**src/hw/adcc_pkg.sv**
```systemverilog
// Constants for the ADC conversion control block.
// Assumes AXI4-Lite register access with 32-bit data.
package adcc_pkg;

    // Printed offsets are not multiples of four: they are indices, byte address = 4 * index
    localparam logic [11:0] ADCC_IDX_CTL0    = 12'hf70;
    localparam logic [11:0] ADCC_IDX_CTL1    = 12'hf71;
    localparam logic [11:0] ADCC_IDX_RES_HI  = 12'hf72;
    localparam logic [11:0] ADCC_IDX_RES_LO  = 12'hf73;
    localparam logic [11:0] ADCC_IDX_IRQ_ST  = 12'hf74;
    localparam logic [11:0] ADCC_IDX_IRQ_MSK = 12'hf75;
    localparam logic [11:0] ADCC_IDX_TRIM0   = 12'hf76;
    localparam logic [11:0] ADCC_IDX_TRIM1   = 12'hf77;
    localparam logic [11:0] ADCC_IDX_TRIM2   = 12'hf78;
    localparam int          ADCC_ADDR_W      = 14;

    localparam logic [7:0]  ADCC_CTL0_RST    = 8'h00;
    localparam logic [7:0]  ADCC_CTL1_RST    = 8'h80;
    localparam int          ADCC_GO_BIT      = 7;
    localparam int          ADCC_REFLO_BIT   = 6;
    localparam int          ADCC_REFOUT_BIT  = 5;
    localparam int          ADCC_REPEAT_BIT  = 4;
    localparam int          ADCC_REFHI_BIT   = 7;

    localparam logic [1:0]  ADCC_REF_EXT     = 2'h0;
    localparam logic [1:0]  ADCC_REF_1V0     = 2'h1;
    localparam logic [1:0]  ADCC_REF_2V0     = 2'h2;

    // Times as figures in ns, cycle counts derived from the 20 ns clock
    localparam int          ADCC_CLK_NS      = 20;
    localparam int          ADCC_CONV_NS     = 102580;
    localparam int          ADCC_REPEAT_NS   = 5120;
    localparam int          ADCC_IDLE_NS     = 3200;
    localparam int          ADCC_PWRUP_NS    = 800;
    localparam int          ADCC_CONV_CYC    = (ADCC_CONV_NS + ADCC_CLK_NS - 1) / ADCC_CLK_NS;
    localparam int          ADCC_REPEAT_CYC  = (ADCC_REPEAT_NS + ADCC_CLK_NS - 1) / ADCC_CLK_NS;
    localparam int          ADCC_IDLE_CYC    = (ADCC_IDLE_NS + ADCC_CLK_NS - 1) / ADCC_CLK_NS;
    localparam int          ADCC_PWRUP_CYC   = (ADCC_PWRUP_NS + ADCC_CLK_NS - 1) / ADCC_CLK_NS;

    localparam logic [1:0]  ADCC_RESP_OKAY   = 2'h0;
    localparam logic [1:0]  ADCC_RESP_SLVERR = 2'h2;

    typedef enum logic [3:0] {
        ADCC_OFF   = 4'h1,
        ADCC_PWRUP = 4'h2,
        ADCC_CONV  = 4'h4,
        ADCC_IDLE  = 4'h8
    } adcc_state_e;

endpackage : adcc_pkg

```
**src/hw/adcc_chan_decode.sv**
```systemverilog
// Channel select decode to one-hot input switch enables.
// Assumes the analog mux closes switch n while its enable bit is high.
`timescale 1ns/10ps
`default_nettype none
module adcc_chan_decode
    import adcc_pkg::*;
#(
    parameter int N_IN = 8
) (
    input  wire logic [3:0]      code,
    output logic      [N_IN-1:0] switch_en
);
    always_comb begin
        switch_en = '0;
        if (code[3] == 1'b0) begin
            switch_en[code[2:0]] = 1'b1;
        end
        // Codes 8..15 leave every switch open against leakage
    end
endmodule : adcc_chan_decode
`default_nettype wire

```
**src/hw/adcc_top.sv**
```systemverilog
// ADC conversion control: registers over AXI4-Lite, conversion timing, power-down.
// Assumes an analog core that delivers a 13-bit raw sample on conv_sample.
`timescale 1ns/10ps
`default_nettype none
module adcc_top
    import adcc_pkg::*;
#(
    parameter int          N_IN     = 8,
    parameter int          CONV_CYC = ADCC_CONV_CYC,
    parameter logic [71:0] TRIM     = 72'h0
) (
    input  wire logic                   aclk,
    input  wire logic                   aresetn,
    input  wire logic [ADCC_ADDR_W-1:0] s_axi_awaddr,
    input  wire logic                   s_axi_awvalid,
    output logic                        s_axi_awready,
    input  wire logic [31:0]            s_axi_wdata,
    input  wire logic [3:0]             s_axi_wstrb,
    input  wire logic                   s_axi_wvalid,
    output logic                        s_axi_wready,
    output logic [1:0]                  s_axi_bresp,
    output logic                        s_axi_bvalid,
    input  wire logic                   s_axi_bready,
    input  wire logic [ADCC_ADDR_W-1:0] s_axi_araddr,
    input  wire logic                   s_axi_arvalid,
    output logic                        s_axi_arready,
    output logic [31:0]                 s_axi_rdata,
    output logic [1:0]                  s_axi_rresp,
    output logic                        s_axi_rvalid,
    input  wire logic                   s_axi_rready,
    input  wire logic [12:0]            conv_sample,
    input  wire logic                   conv_overflow,
    output logic [N_IN-1:0]             input_channel_sel,
    output logic [1:0]                  ref_level,
    output logic                        ref_out_buffer,
    output logic                        conv_power_on,
    output logic                        conv_run,
    output logic                        irq
);
    typedef struct packed {
        logic              awready;
        logic              wready;
        logic              bvalid;
        logic [1:0]        bresp;
        logic              arready;
        logic              rvalid;
        logic [1:0]        rresp;
        logic [31:0]       rdata;
        logic [7:0]        ctl0;
        logic [7:0]        ctl1;
        logic [12:0]       res;
        logic              ovf;
        logic [4:0]        lo_latch;
        logic              irq_st;
        logic              irq_msk;
        adcc_state_e       st;
        logic [12:0]       cnt;
        logic              first_done;
        logic [N_IN-1:0]   sw;
        logic [1:0]        refl;
        logic              refout;
        logic              pwr;
        logic              irq;
    } adcc_regs_s;

    adcc_regs_s r_r;
    adcc_regs_s r_nxt;
    logic [N_IN-1:0] sw_dec;

    adcc_chan_decode #(.N_IN(N_IN)) u_dec (
        .code      (r_r.ctl0[3:0]),
        .switch_en (sw_dec)
    );

    function automatic logic [11:0] adcc_index(input logic [ADCC_ADDR_W-1:0] a);
        adcc_index = a[ADCC_ADDR_W-1:2];
    endfunction : adcc_index

    localparam logic [12:0] CONV_LAST   = 13'(CONV_CYC - 1);
    localparam logic [12:0] REPEAT_LAST = 13'(ADCC_REPEAT_CYC - 1);
    localparam logic [12:0] IDLE_LAST   = 13'(ADCC_IDLE_CYC - 1);
    localparam logic [12:0] PWRUP_LAST  = 13'(ADCC_PWRUP_CYC - 1);

    logic        wr_go;
    logic        done;
    logic        hi_read;
    logic [11:0] widx;
    logic [11:0] ridx;
    logic [7:0]  wbyte;

    always_comb begin
        r_nxt   = r_r;
        widx    = adcc_index(s_axi_awaddr);
        ridx    = adcc_index(s_axi_araddr);
        wbyte   = s_axi_wdata[7:0];
        wr_go   = 1'b0;
        done    = 1'b0;
        hi_read = 1'b0;

        // Write channel: both address and data taken in the same cycle
        r_nxt.awready = 1'b0;
        r_nxt.wready  = 1'b0;
        if (s_axi_bvalid && s_axi_bready) begin
            r_nxt.bvalid = 1'b0;
        end
        if (s_axi_awvalid && s_axi_wvalid && !r_r.awready && !r_r.bvalid) begin
            r_nxt.awready = 1'b1;
            r_nxt.wready  = 1'b1;
        end
        if (r_r.awready) begin
            r_nxt.bvalid = 1'b1;
            r_nxt.bresp  = ADCC_RESP_OKAY;
            case (widx)
                ADCC_IDX_CTL0: begin
                    if (s_axi_wstrb[0]) begin
                        // Go bit kept by hardware; a written 0 is ignored
                        r_nxt.ctl0[6:0] = wbyte[6:0];
                        wr_go = wbyte[ADCC_GO_BIT];
                    end
                end
                ADCC_IDX_CTL1: begin
                    if (s_axi_wstrb[0]) begin
                        r_nxt.ctl1 = wbyte;
                    end
                end
                ADCC_IDX_IRQ_ST: begin
                    if (s_axi_wstrb[0] && wbyte[0]) begin
                        r_nxt.irq_st = 1'b0;
                    end
                end
                ADCC_IDX_IRQ_MSK: begin
                    if (s_axi_wstrb[0]) begin
                        r_nxt.irq_msk = wbyte[0];
                    end
                end
                ADCC_IDX_RES_HI, ADCC_IDX_RES_LO, ADCC_IDX_TRIM0, ADCC_IDX_TRIM1, ADCC_IDX_TRIM2: begin
                    r_nxt.bresp = ADCC_RESP_OKAY;
                end
                default: begin
                    r_nxt.bresp = ADCC_RESP_SLVERR;
                end
            endcase
        end

        // Read channel: one cycle to arready, data the next
        r_nxt.arready = 1'b0;
        if (s_axi_rvalid && s_axi_rready) begin
            r_nxt.rvalid = 1'b0;
        end
        if (s_axi_arvalid && !r_r.arready && !r_r.rvalid) begin
            r_nxt.arready = 1'b1;
        end
        if (r_r.arready) begin
            r_nxt.rvalid = 1'b1;
            r_nxt.rresp  = ADCC_RESP_OKAY;
            r_nxt.rdata  = 32'h0;
            case (ridx)
                ADCC_IDX_CTL0:    r_nxt.rdata[7:0] = r_r.ctl0;
                ADCC_IDX_CTL1:    r_nxt.rdata[7:0] = r_r.ctl1;
                ADCC_IDX_RES_HI: begin
                    r_nxt.rdata[7:0] = r_r.res[12:5];
                    hi_read = 1'b1;
                end
                ADCC_IDX_RES_LO:  r_nxt.rdata[7:0] = {r_r.lo_latch, 3'h0} | {7'h0, r_r.ovf};
                ADCC_IDX_IRQ_ST:  r_nxt.rdata[0] = r_r.irq_st;
                ADCC_IDX_IRQ_MSK: r_nxt.rdata[0] = r_r.irq_msk;
                // Calibration bytes: offset (two's complement) then two gain bytes
                ADCC_IDX_TRIM0:   r_nxt.rdata[23:0] = TRIM[23:0];
                ADCC_IDX_TRIM1:   r_nxt.rdata[23:0] = TRIM[47:24];
                ADCC_IDX_TRIM2:   r_nxt.rdata[23:0] = TRIM[71:48];
                default:          r_nxt.rresp = ADCC_RESP_SLVERR;
            endcase
        end
        if (hi_read) begin
            r_nxt.lo_latch = r_r.res[4:0];
        end

        // Conversion sequencer
        r_nxt.cnt = r_r.cnt + 13'h1;
        case (r_r.st)
            ADCC_OFF: begin
                r_nxt.cnt = 13'h0;
            end
            ADCC_PWRUP: begin
                if (r_r.cnt == PWRUP_LAST) begin
                    r_nxt.st  = ADCC_CONV;
                    r_nxt.cnt = 13'h0;
                end
            end
            ADCC_CONV: begin
                if ((!r_r.first_done && r_r.cnt == CONV_LAST) ||
                    (r_r.first_done && r_r.cnt == REPEAT_LAST)) begin
                    done             = 1'b1;
                    r_nxt.first_done = 1'b1;
                    r_nxt.cnt        = 13'h0;
                    r_nxt.ctl0[ADCC_GO_BIT] = 1'b0;
                    if (!r_r.ctl0[ADCC_REPEAT_BIT]) begin
                        r_nxt.st = ADCC_IDLE;
                    end
                end
            end
            ADCC_IDLE: begin
                if (r_r.cnt == IDLE_LAST) begin
                    r_nxt.st = ADCC_OFF;
                end
            end
            default: begin
                r_nxt.st = ADCC_OFF;
            end
        endcase
        if (done) begin
            r_nxt.res = conv_sample;
            r_nxt.ovf = conv_overflow;
        end
        if (wr_go) begin
            // Restart from the beginning, even mid-conversion
            r_nxt.ctl0[ADCC_GO_BIT] = 1'b1;
            r_nxt.first_done        = 1'b0;
            r_nxt.cnt               = 13'h0;
            r_nxt.st                = (r_r.st == ADCC_OFF) ? ADCC_PWRUP : ADCC_CONV;
            // Power-up under way keeps its progress; its last cycle hands over
            if (r_r.st == ADCC_PWRUP && r_r.cnt != PWRUP_LAST) begin
                r_nxt.st  = ADCC_PWRUP;
                r_nxt.cnt = r_r.cnt + 13'h1;
            end
        end

        // Set wins over a same-cycle clear
        if (done) begin
            r_nxt.irq_st = 1'b1;
        end

        r_nxt.sw     = (r_nxt.st == ADCC_CONV) ? sw_dec : '0;
        r_nxt.refl   = {r_nxt.ctl1[ADCC_REFHI_BIT], r_nxt.ctl0[ADCC_REFLO_BIT]};
        r_nxt.refout = r_nxt.ctl0[ADCC_REFOUT_BIT];
        r_nxt.pwr    = (r_nxt.st != ADCC_OFF);
        r_nxt.irq    = r_nxt.irq_st & r_nxt.irq_msk;
    end

    always_ff @(posedge aclk) begin
        if (!aresetn) begin
            r_r         <= '0;
            r_r.ctl0    <= ADCC_CTL0_RST;
            r_r.ctl1    <= ADCC_CTL1_RST;
            r_r.refl    <= ADCC_REF_2V0;
            r_r.st      <= ADCC_OFF;
        end else begin
            r_r <= r_nxt;
        end
    end

    assign s_axi_awready     = r_r.awready;
    assign s_axi_wready      = r_r.wready;
    assign s_axi_bvalid      = r_r.bvalid;
    assign s_axi_bresp       = r_r.bresp;
    assign s_axi_arready     = r_r.arready;
    assign s_axi_rvalid      = r_r.rvalid;
    assign s_axi_rresp       = r_r.rresp;
    assign s_axi_rdata       = r_r.rdata;
    assign input_channel_sel = r_r.sw;
    assign ref_level         = r_r.refl;
    assign ref_out_buffer    = r_r.refout;
    assign conv_power_on     = r_r.pwr;
    assign conv_run          = r_r.ctl0[ADCC_GO_BIT];
    assign irq               = r_r.irq;

    a_go_clears_done: assert property (@(posedge aclk) disable iff (!aresetn)
        done && !wr_go |=> !conv_run) else $error("go bit stayed set after result");
    a_pwrup_len: assert property (@(posedge aclk) disable iff (!aresetn)
        $rose(r_r.st == ADCC_PWRUP) && !wr_go |-> (r_r.st == ADCC_PWRUP)[*8])
        else $error("power-up shorter than expected");
    a_off_no_conv: assert property (@(posedge aclk) disable iff (!aresetn)
        (r_r.st == ADCC_OFF) |-> !done && !conv_power_on && input_channel_sel == '0)
        else $error("activity while powered down");
    a_ref_follow: assert property (@(posedge aclk) disable iff (!aresetn)
        ref_level == {r_r.ctl1[ADCC_REFHI_BIT], r_r.ctl0[ADCC_REFLO_BIT]})
        else $error("reference level mismatch");
    a_refout_pin: assert property (@(posedge aclk) disable iff (!aresetn)
        ref_out_buffer == r_r.ctl0[ADCC_REFOUT_BIT]) else $error("reference buffer mismatch");
    a_reserved_open: assert property (@(posedge aclk) disable iff (!aresetn)
        r_r.ctl0[3] |=> ##1 (input_channel_sel == '0 || !$past(r_r.ctl0[3])))
        else $error("switch closed on reserved code");
    a_irq_on_done: assert property (@(posedge aclk) disable iff (!aresetn)
        done |=> r_r.irq_st) else $error("result did not flag interrupt");
    a_repeat_gap: assert property (@(posedge aclk) disable iff (!aresetn)
        done && r_r.ctl0[ADCC_REPEAT_BIT] && !wr_go |-> ##1 !done [*8])
        else $error("results too close");
    a_latch_hi: assert property (@(posedge aclk) disable iff (!aresetn)
        hi_read |=> r_r.lo_latch == $past(r_r.res[4:0])) else $error("low bits not latched");
    a_start_run: assert property (@(posedge aclk) disable iff (!aresetn)
        wr_go |=> conv_run && r_r.cnt <= PWRUP_LAST) else $error("go write did not start");
endmodule : adcc_top
`default_nettype wire

```
**config.mk**
```make
export PLATFORM = sky130hd
export DESIGN_NAME = adcc_top
export DESIGN_NICKNAME = d
export VERILOG_FILES = /design/src/hw/adcc_pkg.sv /design/src/hw/adcc_chan_decode.sv /design/src/hw/adcc_top.sv
export SDC_FILE = /design/constraint.sdc
export NUM_CORES = 1
export LEC_CHECK = 0
export ABC_AREA = 1
export BUFFER_PORTS_ARGS = -buffer_cell sky130_fd_sc_hd__buf_2
export CORE_AREA = 2 2 98 100
export DETAILED_ROUTE_END_ITERATION = 7
export DIE_AREA = 0 0 100 102
export GPL_ROUTABILITY_DRIVEN = 0
export GPL_TIMING_DRIVEN = 0
export HOLD_SLACK_MARGIN = 0.1
export PLACE_DENSITY = 0.75
export SETUP_SLACK_MARGIN = 0.1
export SLEW_MARGIN = 5
export SYNTH_ARGS = -nofsm -noshare
export SYNTH_HDL_FRONTEND = slang
export SYNTH_SLANG_ARGS = --single-unit
```
**constraint.sdc**
```tcl
create_clock -name aclk -period 1.75 [get_ports aclk]
set_clock_uncertainty 0.2 [all_clocks]
set_input_delay 0.35 -clock aclk [delete_from_list [all_inputs] [get_ports aclk]]
set_output_delay 0.35 -clock aclk [all_outputs]
set_load 0.05 [all_outputs]
```
# == After elaboration in Yosys (flattened, before gate mapping) ==
# Index checks and enable logic that the tools add are counted.
# totals
reg_bits,85
in_bits,85
wordCells,135
# op_classes
n_addsub,1
magnitude_cmp,2
n_eq_ne,29
mux,43
bitwise,4
n_reduce_logical,30
# ops
operator,n
12-bit == test (second input constant),18
13-bit case mux with 3 select lines,1
18-bit 2-to-1 mux,2
35-bit 2-to-1 mux,1
7-bit case mux with 4 select lines,1
13-bit by 8-bit == test with 1-bit output (second input constant),2
1-bit 2-to-1 mux,20
9-bit OR reduction,2
17-bit 2-to-1 mux,1
16-bit 2-to-1 mux,1
8-bit 2-to-1 mux,2
4-bit case mux with 4 select lines,1
15-bit 2-to-1 mux,1
7-bit 2-to-1 mux,2
13-bit by 1-bit adder with 13-bit output (second input constant),1
13-bit == test (second input constant),1
13-bit by 6-bit == test with 1-bit output (second input constant),1
13-bit by 6-bit != test with 1-bit output (second input constant),1
1-bit logical AND,12
4-bit by 3-bit == test with 1-bit output (second input constant),2
2-bit 2-to-1 mux,4
4-bit 2-to-1 mux,2
8-bit by 1-bit bitwise OR with 8-bit output,1
2-bit nonzero test,4
other kinds (17),25

# == Logic depth before layout (Yosys ltp) ==
# Gate-level depths: netlist of run 1.
# depth
depth_word,9
ltp_mapped,12
depth_no_buf,11

# == Modules after synthesis ==
# Synthesis of run 1 repeated with hierarchy kept, for this count alone.
# unflattened
cells_unflattened,548
area_unflattened_um2,4075.2
# by_module_without_submodules
module,n_inst,cells_each,area_per_inst_um2
adcc_top,1,530,4002.6
adcc_chan_decode,1,18,72.6

# == Worst setup path after synthesis of run 1 ==
# Ideal clock, no wire load.
# synth_path
path_kind,register -> register
start,"register r_r, in the netlist s_axi_awready"
end,register r_r[22] in the netlist's numbering
setup_time_ns,0.117
t_arrival_ns,1.707
required_time_ns,1.433
path_slack_ns,-0.273
stages_incl_launch_ff,10
n_path_buf,1
path_cell_list,dfxtp_1 > inv_1 > nor3_2 > and2_2 > nand2_1 > nand3_2 > nand2_2 > nand2_4 > buf_12 > nor2_2
# synth_between
elab_chain_len,2
# synth_lines
element,line,text
start: declaration,adcc_top.sv:66,adcc_regs_s r_r;
start signal: assignment,adcc_top.sv:248,r_r <= r_nxt;
1-bit 2-to-1 mux,adcc_top.sv:110,if (r_r.awready) begin
18-bit 2-to-1 mux,adcc_top.sv:215,if (wr_go) begin
# No other way between the ends.
# A chain may end at the register's enable or synchronous reset.

# == Worst setup path after layout of run 1 ==
# layout_path
start,register r_r[14] in the netlist's numbering
end,register r_r[30] in the netlist's numbering
# layout_between
elab_chain_len,6
elab_cells_between_ends,12
cone_classes,4 x eq/ne; 5 x mux; 3 x reduce/logical
# layout_lines
element,line,text
13-bit == test or 13-bit by 8-bit == test with 1-bit output (tied branches),"adcc_top.sv:191, adcc_top.sv:192",
1-bit logical AND (on tied branches),"adcc_top.sv:191, adcc_top.sv:192",
1-bit logical OR,adcc_top.sv:191,if ((!r_r.first_done && r_r.cnt == CONV_LAST) ||
18-bit 2-to-1 mux,adcc_top.sv:191,
4-bit case mux with 4 select lines *,adcc_top.sv:180,case (r_r.st)
18-bit 2-to-1 mux *,adcc_top.sv:215,
# Every way passes the cells marked *; elsewhere a longest branch is shown, timed or not.

==> results of run 1 <==
==> synthesized netlist by cell type, types with 3 or more instances <==
master / count / area, µm²
xor2_1: 8 / 70.1
clkbuf_1: 7 / 26.3
nand2_1: 53 / 199
nand4_1: 20 / 125
a21oi_1: 28 / 140
buf_6: 3 / 33.8
buf_4: 48 / 360
a211oi_1: 7 / 52.6
o21ai_0: 55 / 275
nand3_2: 3 / 30.0
inv_1: 65 / 244
nor3_1: 8 / 40.0
dfxtp_1: 79 / 1580
nor3_2: 4 / 40.0
nor2_1: 86 / 323
nand2_2: 7 / 43.8
nand3_1: 34 / 170
nor2_2: 11 / 68.8
==> flip-flops by register name, indices dropped and copies added, names as in the netlist <==
name,count
s_axi_rdata,8
s_axi_bresp,1
s_axi_bvalid,1
r_r,53
ref_level,1
input_channel_sel,8
s_axi_rresp,1
s_axi_rvalid,1
conv_power_on,1
irq,1
s_axi_awready,1
conv_run,1
s_axi_arready,1
==> metal layers <==
layer  track usage (%)  vias to the layer above
li1                  -                     2054
met1              24.9                     1904
met2              34.1                      176
met3              3.90                       21
met4              8.01                        0
met5                 0                        -
==> power groups by stage <==
stage	Combinational, mW	Clock (mW)	Sequential (mW)
floorplan	0.274	0	1.87
global placement	0.392	0	1.85
detailed placement	0.395	0	1.85
CTS	0.441	1.46	1.81
global route	0.514	1.52	1.81
finish	0.485	1.45	1.81
==> layout by cell type, fill, tap and decap left out, types with 11 or more instances in the layout <==
master / instances
nand4_1: 20
nor2_2: 22
nand3_1: 30
dlygate4sd3_1: 26
o21ai_1: 12
buf_4: 61
a21oi_1: 23
o21ai_2: 12
conb_1: 26
buf_2: 77
nor2_1: 74
buf_6: 12
o21ai_0: 30
nand2_1: 49
dfxtp_1: 71
clkbuf_8: 11
inv_1: 60
==> per-stage QoR <==
step / utilization (%) / area [µm²] / TNS, ns / worst slack (ns) / instances
floorplan: - / 4150 / -0.0892 / -0.00986 / 574
global placement: 51.6 / 4700 / -5.96 / -0.222 / 767
detailed placement: 51.6 / 4700 / -8.00 / -0.306 / 767
CTS: 58.3 / 5310 / -0.276 / -0.0329 / 817
global route: 62.9 / 5730 / -3.28 / -0.119 / 835
finish: 62.9 / 5730 / -0.242 / -0.0431 / 835
==> path summary, 6_finish.rpt <==
kind,start,end,slack [ns],cells after the start
worst max register to register,r_r[14],r_r[30],-0.04,9
worst min register to register,r_r[35],r_r[35],0.27,2
worst max-delay path,r_r[14],r_r[30],-0.04,9
worst min-delay path,s_axi_araddr[5],s_axi_rresp[1],0.11,3
==> kinds of logic (layout without fill, tap and decap cells) <==
family	count (synthesis)	in the layout	share of synthesized area, %
other cells	1	26	0.0933
compound gates	95	95	12.5
fa+ha+maj	2	2	0.623
buf+inv	129	278	17.6
flops	79	79	39.4
xor+xnor	10	10	2.18
simple gates	233	234	27.6
==> worst register-to-register path, delay by kind of cell, from the launching register on <==
kind	cells	cell delay [ns]
flops	1	0.38
simple gates	5	0.53
compound gates	1	0.24
buf+inv	2	0.20
fa+ha+maj	1	0.16
==> timing repair <==
action	in CTS	in global routing
gates resized for setup	25	96
buffers inserted	8	14
pin swaps	8	24
cloned	1	3
endpoints found under the setup margin	56	74
endpoints found under the hold margin	26	1
hold buffers	25	1
==> layout make-up <==
class	instances	share of cell area (%)
clock inverters	6	1.29
well taps	111	2.43
plain buffers	62	8.37
repair buffers	133	16.3
inverters	67	4.68
clock buffers	10	2.40
flip-flops and latches	79	27.9
multi-input cells	367	36.6
==> impl_results.md, run 1 <==
* Vias per cell at between 4 and 5
* Clock sink total at 79
* Power Density at ~650 nW/µm²
* Total power at between 3 and 4 mW
* DR iter-0 viols at 227
* Sw Share at roughly 28%
* Routed wire length at 11,100 µm
* Reg power frac at 48.3%
* Outcome: finished, violations left
* Post-synthesis sequential area ratio at roughly two fifths
* Crit path arrival time at 1.87 ns
* TritonCTS clock tree: yes
* Clock power share at between 30% and 40%
* Comb power frac at between 10% and 20%
* Yosys cell types at 35
* Buffers and inverters on the worst path at 2
* Delay-heaviest family, CP: simple AND/OR/NAND/NOR gates
* Clk slew on worst S/H paths at ~0.090 ns
* Crit path max fanout at 4
* Cells after Synth at between 500 and 600
* Num rows at 35
* Mean Syn Cell Area at approximately 7.3 µm²
* WP data required at about 1.8 ns
* CP max-delay cell: dfxtp_4
* Main synth FF type: dfxtp_1
* Die area at approximately 10,000 µm²
* Slew Viols, Final at 0
* Fmax at 0.558 GHz
* Highest routed layer: met4
* Max cap viols at 0
* Clk Latency, worst-skew pair at 0.36 ns
* Die Wd at 100 µm
* Antenna cells at 0
* DIE HEIGHT at approximately 100 µm
* CP endpoint kind: flip-flop
* CP peak stage delay at 0.38 ns
* NumNets Final at ~800
* Net switching power at roughly 1.0 mW
* Final worst slack at -0.0431 ns
* H-tree levels at 3
* Via count at 4,155
* IO buf count at 82
* Hold Worst Slack at about 0.11 ns
* Number of flops mapped to enable cells by yosys at 0
* Seq cells post-synth at 79
* Multi-input logic area at 2090 µm²
* WL/cell at about 13 µm
* Register area at around 1600 µm²
* DR WL met3 at 783 µm
* CTS buffer count at 9
* Vias in the first global route at 3,546
* Startpoint types: flip-flop
* Asr flop ratio synth at 0%
* Actual slew at the worst max-slew pin at roughly 0.7 ns
* Drt drc at 0
* P_leak at 2.57 nW
* Met1 Wirelength at around 4700 µm
* Yosys warnings at 0
* Initial core utilization at 44.1%
* Largest net degree at the start of global routing at 16
* CTS Root Cell: clkbuf_8
* Cell Int Power at ~2.7 mW
* Hold WC Path Type: input pin to flip-flop
* Antenna Nets Post-Route at 0
* Syn-to-layout area delta at 42.5%
* RSZ-0062 raised after global routing: yes
* # IOs at 140
* Grt total ovfl at 0
* Kind of critical path: flip-flop to flip-flop
* Routed length on met2 at 5440 µm
* Final Setup Violations at 11
* Period Utilization, post-route at 102%
* Global-route wire length before repair at approximately 16,000 µm
* Fraction of layout cells with a size suffix above 1 at between 30% and 40%
* Final Hold Vio Count at 0
* Std-Cell Core Area at between 9000 and 10,000 µm²
* Slew margin rel. at 52.9%
* Fillers at around 800
* Critical path cell sequence: ha_4, nand3_4, nor3_4, nand2_2, nand2_4, buf_4, buf_6, nand3_2, a211oi_2
* Pre-Repair DR Iteration Count at 5
* Dpl hpwl at about 7400 µm
* Peak VDD IR at approximately 0.31 mV
* Initial antenna violation count at 0
* Post-Syn Area at approximately 4000 µm²
* GR Util All Layers at between 10% and 20%
* Failing checks: setup timing
* CTS max path bufs at 2
* Min Clock Period, post-route at 1.79 ns
(Power assumes the default switching activity.)
==> run 2, diff against run 1 <==
--- a/config.mk
+++ b/config.mk
@@ -13,6 +13,7 @@
 export GPL_ROUTABILITY_DRIVEN = 0
 export GPL_TIMING_DRIVEN = 0
 export HOLD_SLACK_MARGIN = 0.1
+export MAX_ROUTING_LAYER = met4
 export PLACE_DENSITY = 0.75
 export SETUP_SLACK_MARGIN = 0.1
 export SLEW_MARGIN = 5
==> run 2 against run 1 <==
Via count decreased by 0.41%; critical endpoint unchanged; the run still ends with setup timing left; wire length shrank 0.58%; power decreased by 0.22%; first-iteration DRC count decreased by 18%; largest cell class unchanged; sequential cell count unchanged.
==> impl_results.md, run 2 (synthesized netlist as in run 1, its figures left out) <==
* R2r endpoint: r_r[30]
* Slew Viols, Final at 0
* Buffers and inverters on the worst path at 2
* Clk slew on worst S/H paths at around 0.09 ns
* Power Density at between 600 and 700 nW/µm²
* Worst path depth at 9
* Initial antenna violation count at 0
* RSZ-0062 raised after global routing: yes
* Via count at a little over 4,000
* WP data required at 1.82 ns
* Routed length on met2 at between 5000 and 6000 µm
* Worst r2r src: r_r[14]
* Clock sink total at 79
* Failing checks: setup timing
* Die Wd at approximately 100 µm
* Register-to-Register Setup Slack at -0.05 ns
* Delay-heaviest family, CP: simple AND/OR/NAND/NOR gates
* Highest routed layer: met4
* Outcome: finished, violations left
* Worst Reg-to-Reg Cells at 9
* Syn-to-layout area delta at 42.0%
* DIE HEIGHT at just over 100 µm
* Min Clock Period, post-route at 1.80 ns
* Die area at 10,200 µm²
* # IOs at 140
* WL/cell at about 13 µm
* GR Util All Layers at about 21%
* TritonCTS clock tree: yes
* Drt drc at 0
* DP Cell Count at about 770
* Crit. Startpoint: r_r[14]
* Global-route wire length before repair at around 16,000 µm
* Non-Filler Instances at ~840
* Met1 Wirelength at 4790 µm
* CTS max path bufs at 2
* Max cap viols at 0
* Std-Cell Core Area at 9110 µm²
* Largest net degree at the start of global routing at 16
* CP max-delay cell: dfxtp_4
* Pre-Repair DR Iteration Count at 5
* Final worst slack at -0.0547 ns
* Initial core utilization at between 40 and 50%
* Vias in the first global route at between 3,000 and 4,000
* DR iter-0 viols at about 190
* NumNets Final at around 810
* Most frequent cells in the layout: nor2_1, buf_2, dfxtp_1
* Setup_tns at -0.308 ns
* Clk Latency, worst-skew pair at around 0.35 ns
* Peak VDD IR at about 0.31 mV
* Fraction of layout cells with a size suffix above 1 at between 30% and 40%
* Hold WC Path Type: input pin to flip-flop
* Final Setup Violations at 12
* Dpl hpwl at between 7000 and 8000 µm
* Final Hold Vio Count at 0
* Crit path max fanout at 4
* Actual slew at the worst max-slew pin at just over 0.7 ns
* CP peak stage delay at between 0.3 and 0.4 ns
* Antenna Nets Post-Route at 0
* CTS buffer count at 9
* Slew margin rel. at between 50% and 60%
* Critical path cell sequence: ha_4, nand3_4, nor3_4, nand2_2, nand2_4, buf_4, buf_6, nand3_2, a211oi_2
* Pre-CTS setup slack at -0.306 ns
* Period Utilization, post-route at 103%
* Top reg by flops: r_r
* CTS Root Cell: clkbuf_8
* IO buf count at about 80
* H-tree levels at 3
* P_leak at about 2.6 nW
* Grt total ovfl at 0
* DR WL met3 at 669 µm
* Kind of critical path: flip-flop to flip-flop
* CP endpoint kind: flip-flop
* Flip-flop count of the largest register after layout at between 50 and 60
* Startpoint types: flip-flop
* Routed wire length at ~11,000 µm
* CP endpoint: r_r[30]
* Vias per cell at roughly 5.0
* Fmax at about 0.55 GHz
* Num rows at 35
* Antenna cells at 0
* Crit path arrival time at 1.88 ns
## run 2: cell counts in the layout (fill, tap and decap cells not counted)
Identical to the previous run, type by type.
## run 2: report_power, final
part | switching, mW | internal, mW
Clock | 0.722 | 0.722
Combinational | 0.308 | 0.176
Sequential | 0.00905 | 1.80
## run 2: repair_timing
item | 4_1_cts | 5_1_grt
pin swaps | 8 | 23
gates cloned | 1 | 3
setup endpoints to repair | 56 | 74
resized for setup | 25 | 89
hold buffers | 25 | 1
buffers inserted | 8 | 14
hold endpoints to repair | 26 | 1
## run 2: area by class of cell
| type | count | area [µm²] |
|---|---|---|
| sequential | 79 | 1600 |
| clock inverter | 6 | 73.8 |
| inverter | 67 | 268 |
| buffer | 62 | 479 |
| tap | 111 | 139 |
| clock buffer | 10 | 138 |
| timing repair buffer | 133 | 932 |
| multi-input combinational | 367 | 2080 |
| fill | 783 | 3400 |
## run 2: layer usage
layer  GRT usage [%]  up-vias
met4            8.01        0
met3            3.69       30
met5               -        -
li1                -     2058
met1            25.1     1883
met2            34.1      167
## run 2: metrics by stage
| stage | hold WS [ns] | utilization, % | cell area [µm²] | power (mW) |
|---|---|---|---|---|
| final | 0.118 | 62.7 | 5710 | 3.74 |
| after global routing | 0.114 | 62.7 | 5710 | 3.85 |
| after CTS | 0.104 | 58.3 | 5310 | 3.71 |
| after detailed placement | 0.218 | 51.6 | 4700 | 2.25 |
| after global placement | 0.221 | 51.6 | 4700 | 2.25 |
| after floorplan | 0.220 | - | 4150 | 2.14 |
## run 2: worst min path at each step
stage,startpoint,to,slack [ns],cells past startpoint
after floorplan,r_r[14],r_r[14],0.22,1
after global placement,s_axi_bvalid,s_axi_awready,0.22,1
after detailed placement,s_axi_bvalid,s_axi_awready,0.22,1
after CTS,s_axi_wdata[2],r_r[54],0.10,3
after global routing,s_axi_araddr[5],s_axi_rresp[1],0.11,3
final,s_axi_araddr[5],s_axi_rresp[1],0.12,3
## run 2: tightest hold or removal path: stages
cell	delay [ns]
buf_2	0.12
o21ai_0	0.08
a31oi_1	0.08
==> run 3, diff against run 2 <==
--- a/config.mk
+++ b/config.mk
@@ -19,4 +19,5 @@
 export SLEW_MARGIN = 5
 export SYNTH_ARGS = -nofsm -noshare
 export SYNTH_HDL_FRONTEND = slang
+export SYNTH_HIERARCHICAL = 1
 export SYNTH_SLANG_ARGS = --single-unit
==> run 3 against run 2 <==
The run still ends with setup timing left; sequential cell count unchanged; first-iteration DRC count rose by 26%; design area decreased by 2.1%; die area unchanged; final cell count decreased by 1.2%; via count is 2.2% lower; synthesized area rose by 1.4%; utilization fell by 1.3 points; count of clock-buffer cells in the layout increased by 1; register-to-register slack about the same; power down 2.6%; setup slack improved by 0.013 ns; critical endpoint is now r_r[19].
==> impl_results.md, run 3 <==
* Grt total ovfl at 0
* Worst Reg-to-Reg Cells at 11
* Fmax at around 0.56 GHz
* Crit path max fanout at 5
* Asr flop ratio synth at 0%
* Hold Path Depth at 3
* Slew margin rel. at a little over half
* Final Hold Vio Count at 0
* Via count at between 4,000 and 5,000
* Routed wire length at roughly 11,000 µm
* Pre-CTS setup slack at -0.183 ns
* Max cap viols at 0
* Std-Cell Core Area at around 9100 µm²
* CP endpoint kind: flip-flop
* Global-route wire length before repair at around 17,000 µm
* Vias in the first global route at about 3,800
* Slew Viols, Final at 0
* R2r endpoint: r_r[19]
* Yosys warnings at 6
* Register-to-Register Setup Slack at -0.04 ns
* Vias per cell at between 4 and 5
* Post-synth top area share at 38.8%
* Main synth FF type: dfxtp_1
* Yosys cell types at 38
* Hold Worst Slack at 0.115 ns
* Number of flops mapped to enable cells by yosys at 0
* Clk slew on worst S/H paths at roughly 0.090 ns
* Post-synthesis sequential area ratio at between 30% and 40%
* Worst path most repeated cell: nand2_1
* H-tree levels at 3
* CP peak stage delay at roughly 0.38 ns
* Clock sink total at 79
* Ranking of synthesized cells by area: dfxtp_1, buf_4, nor2_1
* Setup_tns at -0.393 ns
* Kind of critical path: flip-flop to flip-flop
* Peak VDD IR at around 0.36 mV
* Initial core utilization at 44.7%
* Syn-to-layout area delta at 37.1%
* Final worst slack at -0.0418 ns
* Fraction of layout cells with a size suffix above 1 at between 30% and 40%
* CTS Root Cell: clkbuf_8
* GR Util All Layers at 21.8%
* Min Clock Period, post-route at between 1.5 and 2 ns
* Num rows at 35
* Yosys top cell by area: dfxtp_1
* Cells after Synth at between 500 and 600
* CTS buffer count at 9
* Hold EP: r_r[61]
* IO buf count at 81
* HP Start: s_axi_wdata[1]
* Die area at about 10,000 µm²
* Initial antenna violation count at 0
* Clk Latency, worst-skew pair at between 0.3 and 0.4 ns
* Worst r2r src: r_r[15]
* NumNets Final at a little under 800
* TritonCTS clock tree: yes
* DP Cell Count at 765
* Post-Syn Area at ~4100 µm²
* Failing checks: setup timing
* Most frequent cell after synthesis: nor2_1
* Crit path arrival time at around 1.9 ns
* Die Wd at roughly 100 µm
* Commonest non-fill, non-tap cell in the layout: buf_2
* DR iter-0 viols at 234
* Final Setup Violations at 21
* P_leak at ~2.4 nW
* Period Utilization, post-route at 102%
* Actual slew at the worst max-slew pin at a little over 0.7 ns
* RSZ-0062 raised after global routing: yes
* Drt drc at 0
* # IOs at 140
* Startpoint types: flip-flop
* Synth cell count leaders: nor2_1, dfxtp_1, nand2_1
* Flip-flop count of the largest register after layout at 53
* WP data required at around 1.8 ns
* Pre-Repair DR Iteration Count at 5
* Non-Filler Instances at around 830
* Mean Syn Cell Area at about 7.4 µm²
* Dpl hpwl at 7440 µm
* Antenna Nets Post-Route at 0
* Outcome: finished, violations left
* Power Density at 651 nW/µm²
* Most frequent cells in the layout: buf_2, dfxtp_1, nor2_1
* Top reg by flops: r_r
* DIE HEIGHT at just over 100 µm
* Seq cells post-synth at 79
* CP max-delay cell: dfxtp_4
* WL/cell at 13.5 µm
* CTS max path bufs at 2
* Hold WC Path Type: input pin to flip-flop
* Largest net degree at the start of global routing at 15
* Critical path cell sequence: ha_4, nand3_4, nor3_4, nand2_2, nand3_2, nand2_1, nand2_1, nand2_1, nand2_2, buf_6, nor2_1
[run 3: metrics by stage]
| step | utilization (%) | instance area, µm² | total power [mW] |
|---|---|---|---|
| 6_report | 61.3 | 5590 | 3.64 |
| 2_1_floorplan | - | 4190 | 2.14 |
| 5_1_grt | 61.3 | 5590 | 3.76 |
| 3_5_place_dp | 52.0 | 4740 | 2.24 |
| 4_1_cts | 58.9 | 5360 | 3.64 |
| 3_3_place_gp | 52.0 | 4740 | 2.23 |
[run 3: cells by family after synthesis]
family	count (synthesis)	synth area share, %
adder cells (fa/ha/maj)	2	0.614
XOR/XNOR	8	1.72
buffers and inverters	138	17.8
AO/OA/AOI/OAI	89	15.0
other	1	0.0920
flip-flops	79	38.8
AND/OR/NAND/NOR	231	25.9
[run 3: worst max path at each step]
stage                               start                   end  cells after the start
after floorplan                   r_r[14]               r_r[16]                     11
after global placement    s_axi_araddr[9]        s_axi_rdata[5]                      8
after detailed placement  s_axi_awaddr[9]  input_channel_sel[7]                      9
after CTS                         r_r[15]               r_r[20]                     11
after global routing              r_r[14]               r_r[20]                     11
final                             r_r[15]               r_r[19]                     11
[run 3: cell type report]
type / instances / area [µm²]
clock buffer: 11 / 141
timing repair buffer: 124 / 830
fill: 787 / 3520
clock inverter: 5 / 58.8
multi-input combinational: 356 / 2070
antenna: 1 / 2.50
inverter: 76 / 285
sequential: 79 / 1600
tap: 111 / 139
buffer: 62 / 464
[run 3: routing by layer]
metal  up-vias  GRT usage, %  share of wire (%)
li1       2013             -                  -
met1      1825          25.2                 43
met2       179          37.2                 49
met3        32          4.10                5.3
met4         0          9.17                2.7
met5         -             -                  0
[run 3: critical path, delay by kind of cell, from the launching register on]
kind	cells	cell delay (ns)
AND/OR/NAND/NOR	9	0.79
flip-flops	1	0.38
adder cells (fa/ha/maj)	1	0.16
buffers and inverters	1	0.14
[run 3: repair_timing]
item / CTS / global route
resized for setup: 27 / 40
setup endpoints to repair: 51 / 60
hold buffers: 26 / 1
endpoints found under the hold margin: 30 / 1
pin swaps: 9 / 8
buffers inserted: 8 / 6
cloned: 2 / 1
[run 3: power by group]
group / internal, mW / switching, mW
combinational: 0.155 / 0.291
sequential: 1.80 / 0.00749
clock: 0.698 / 0.687
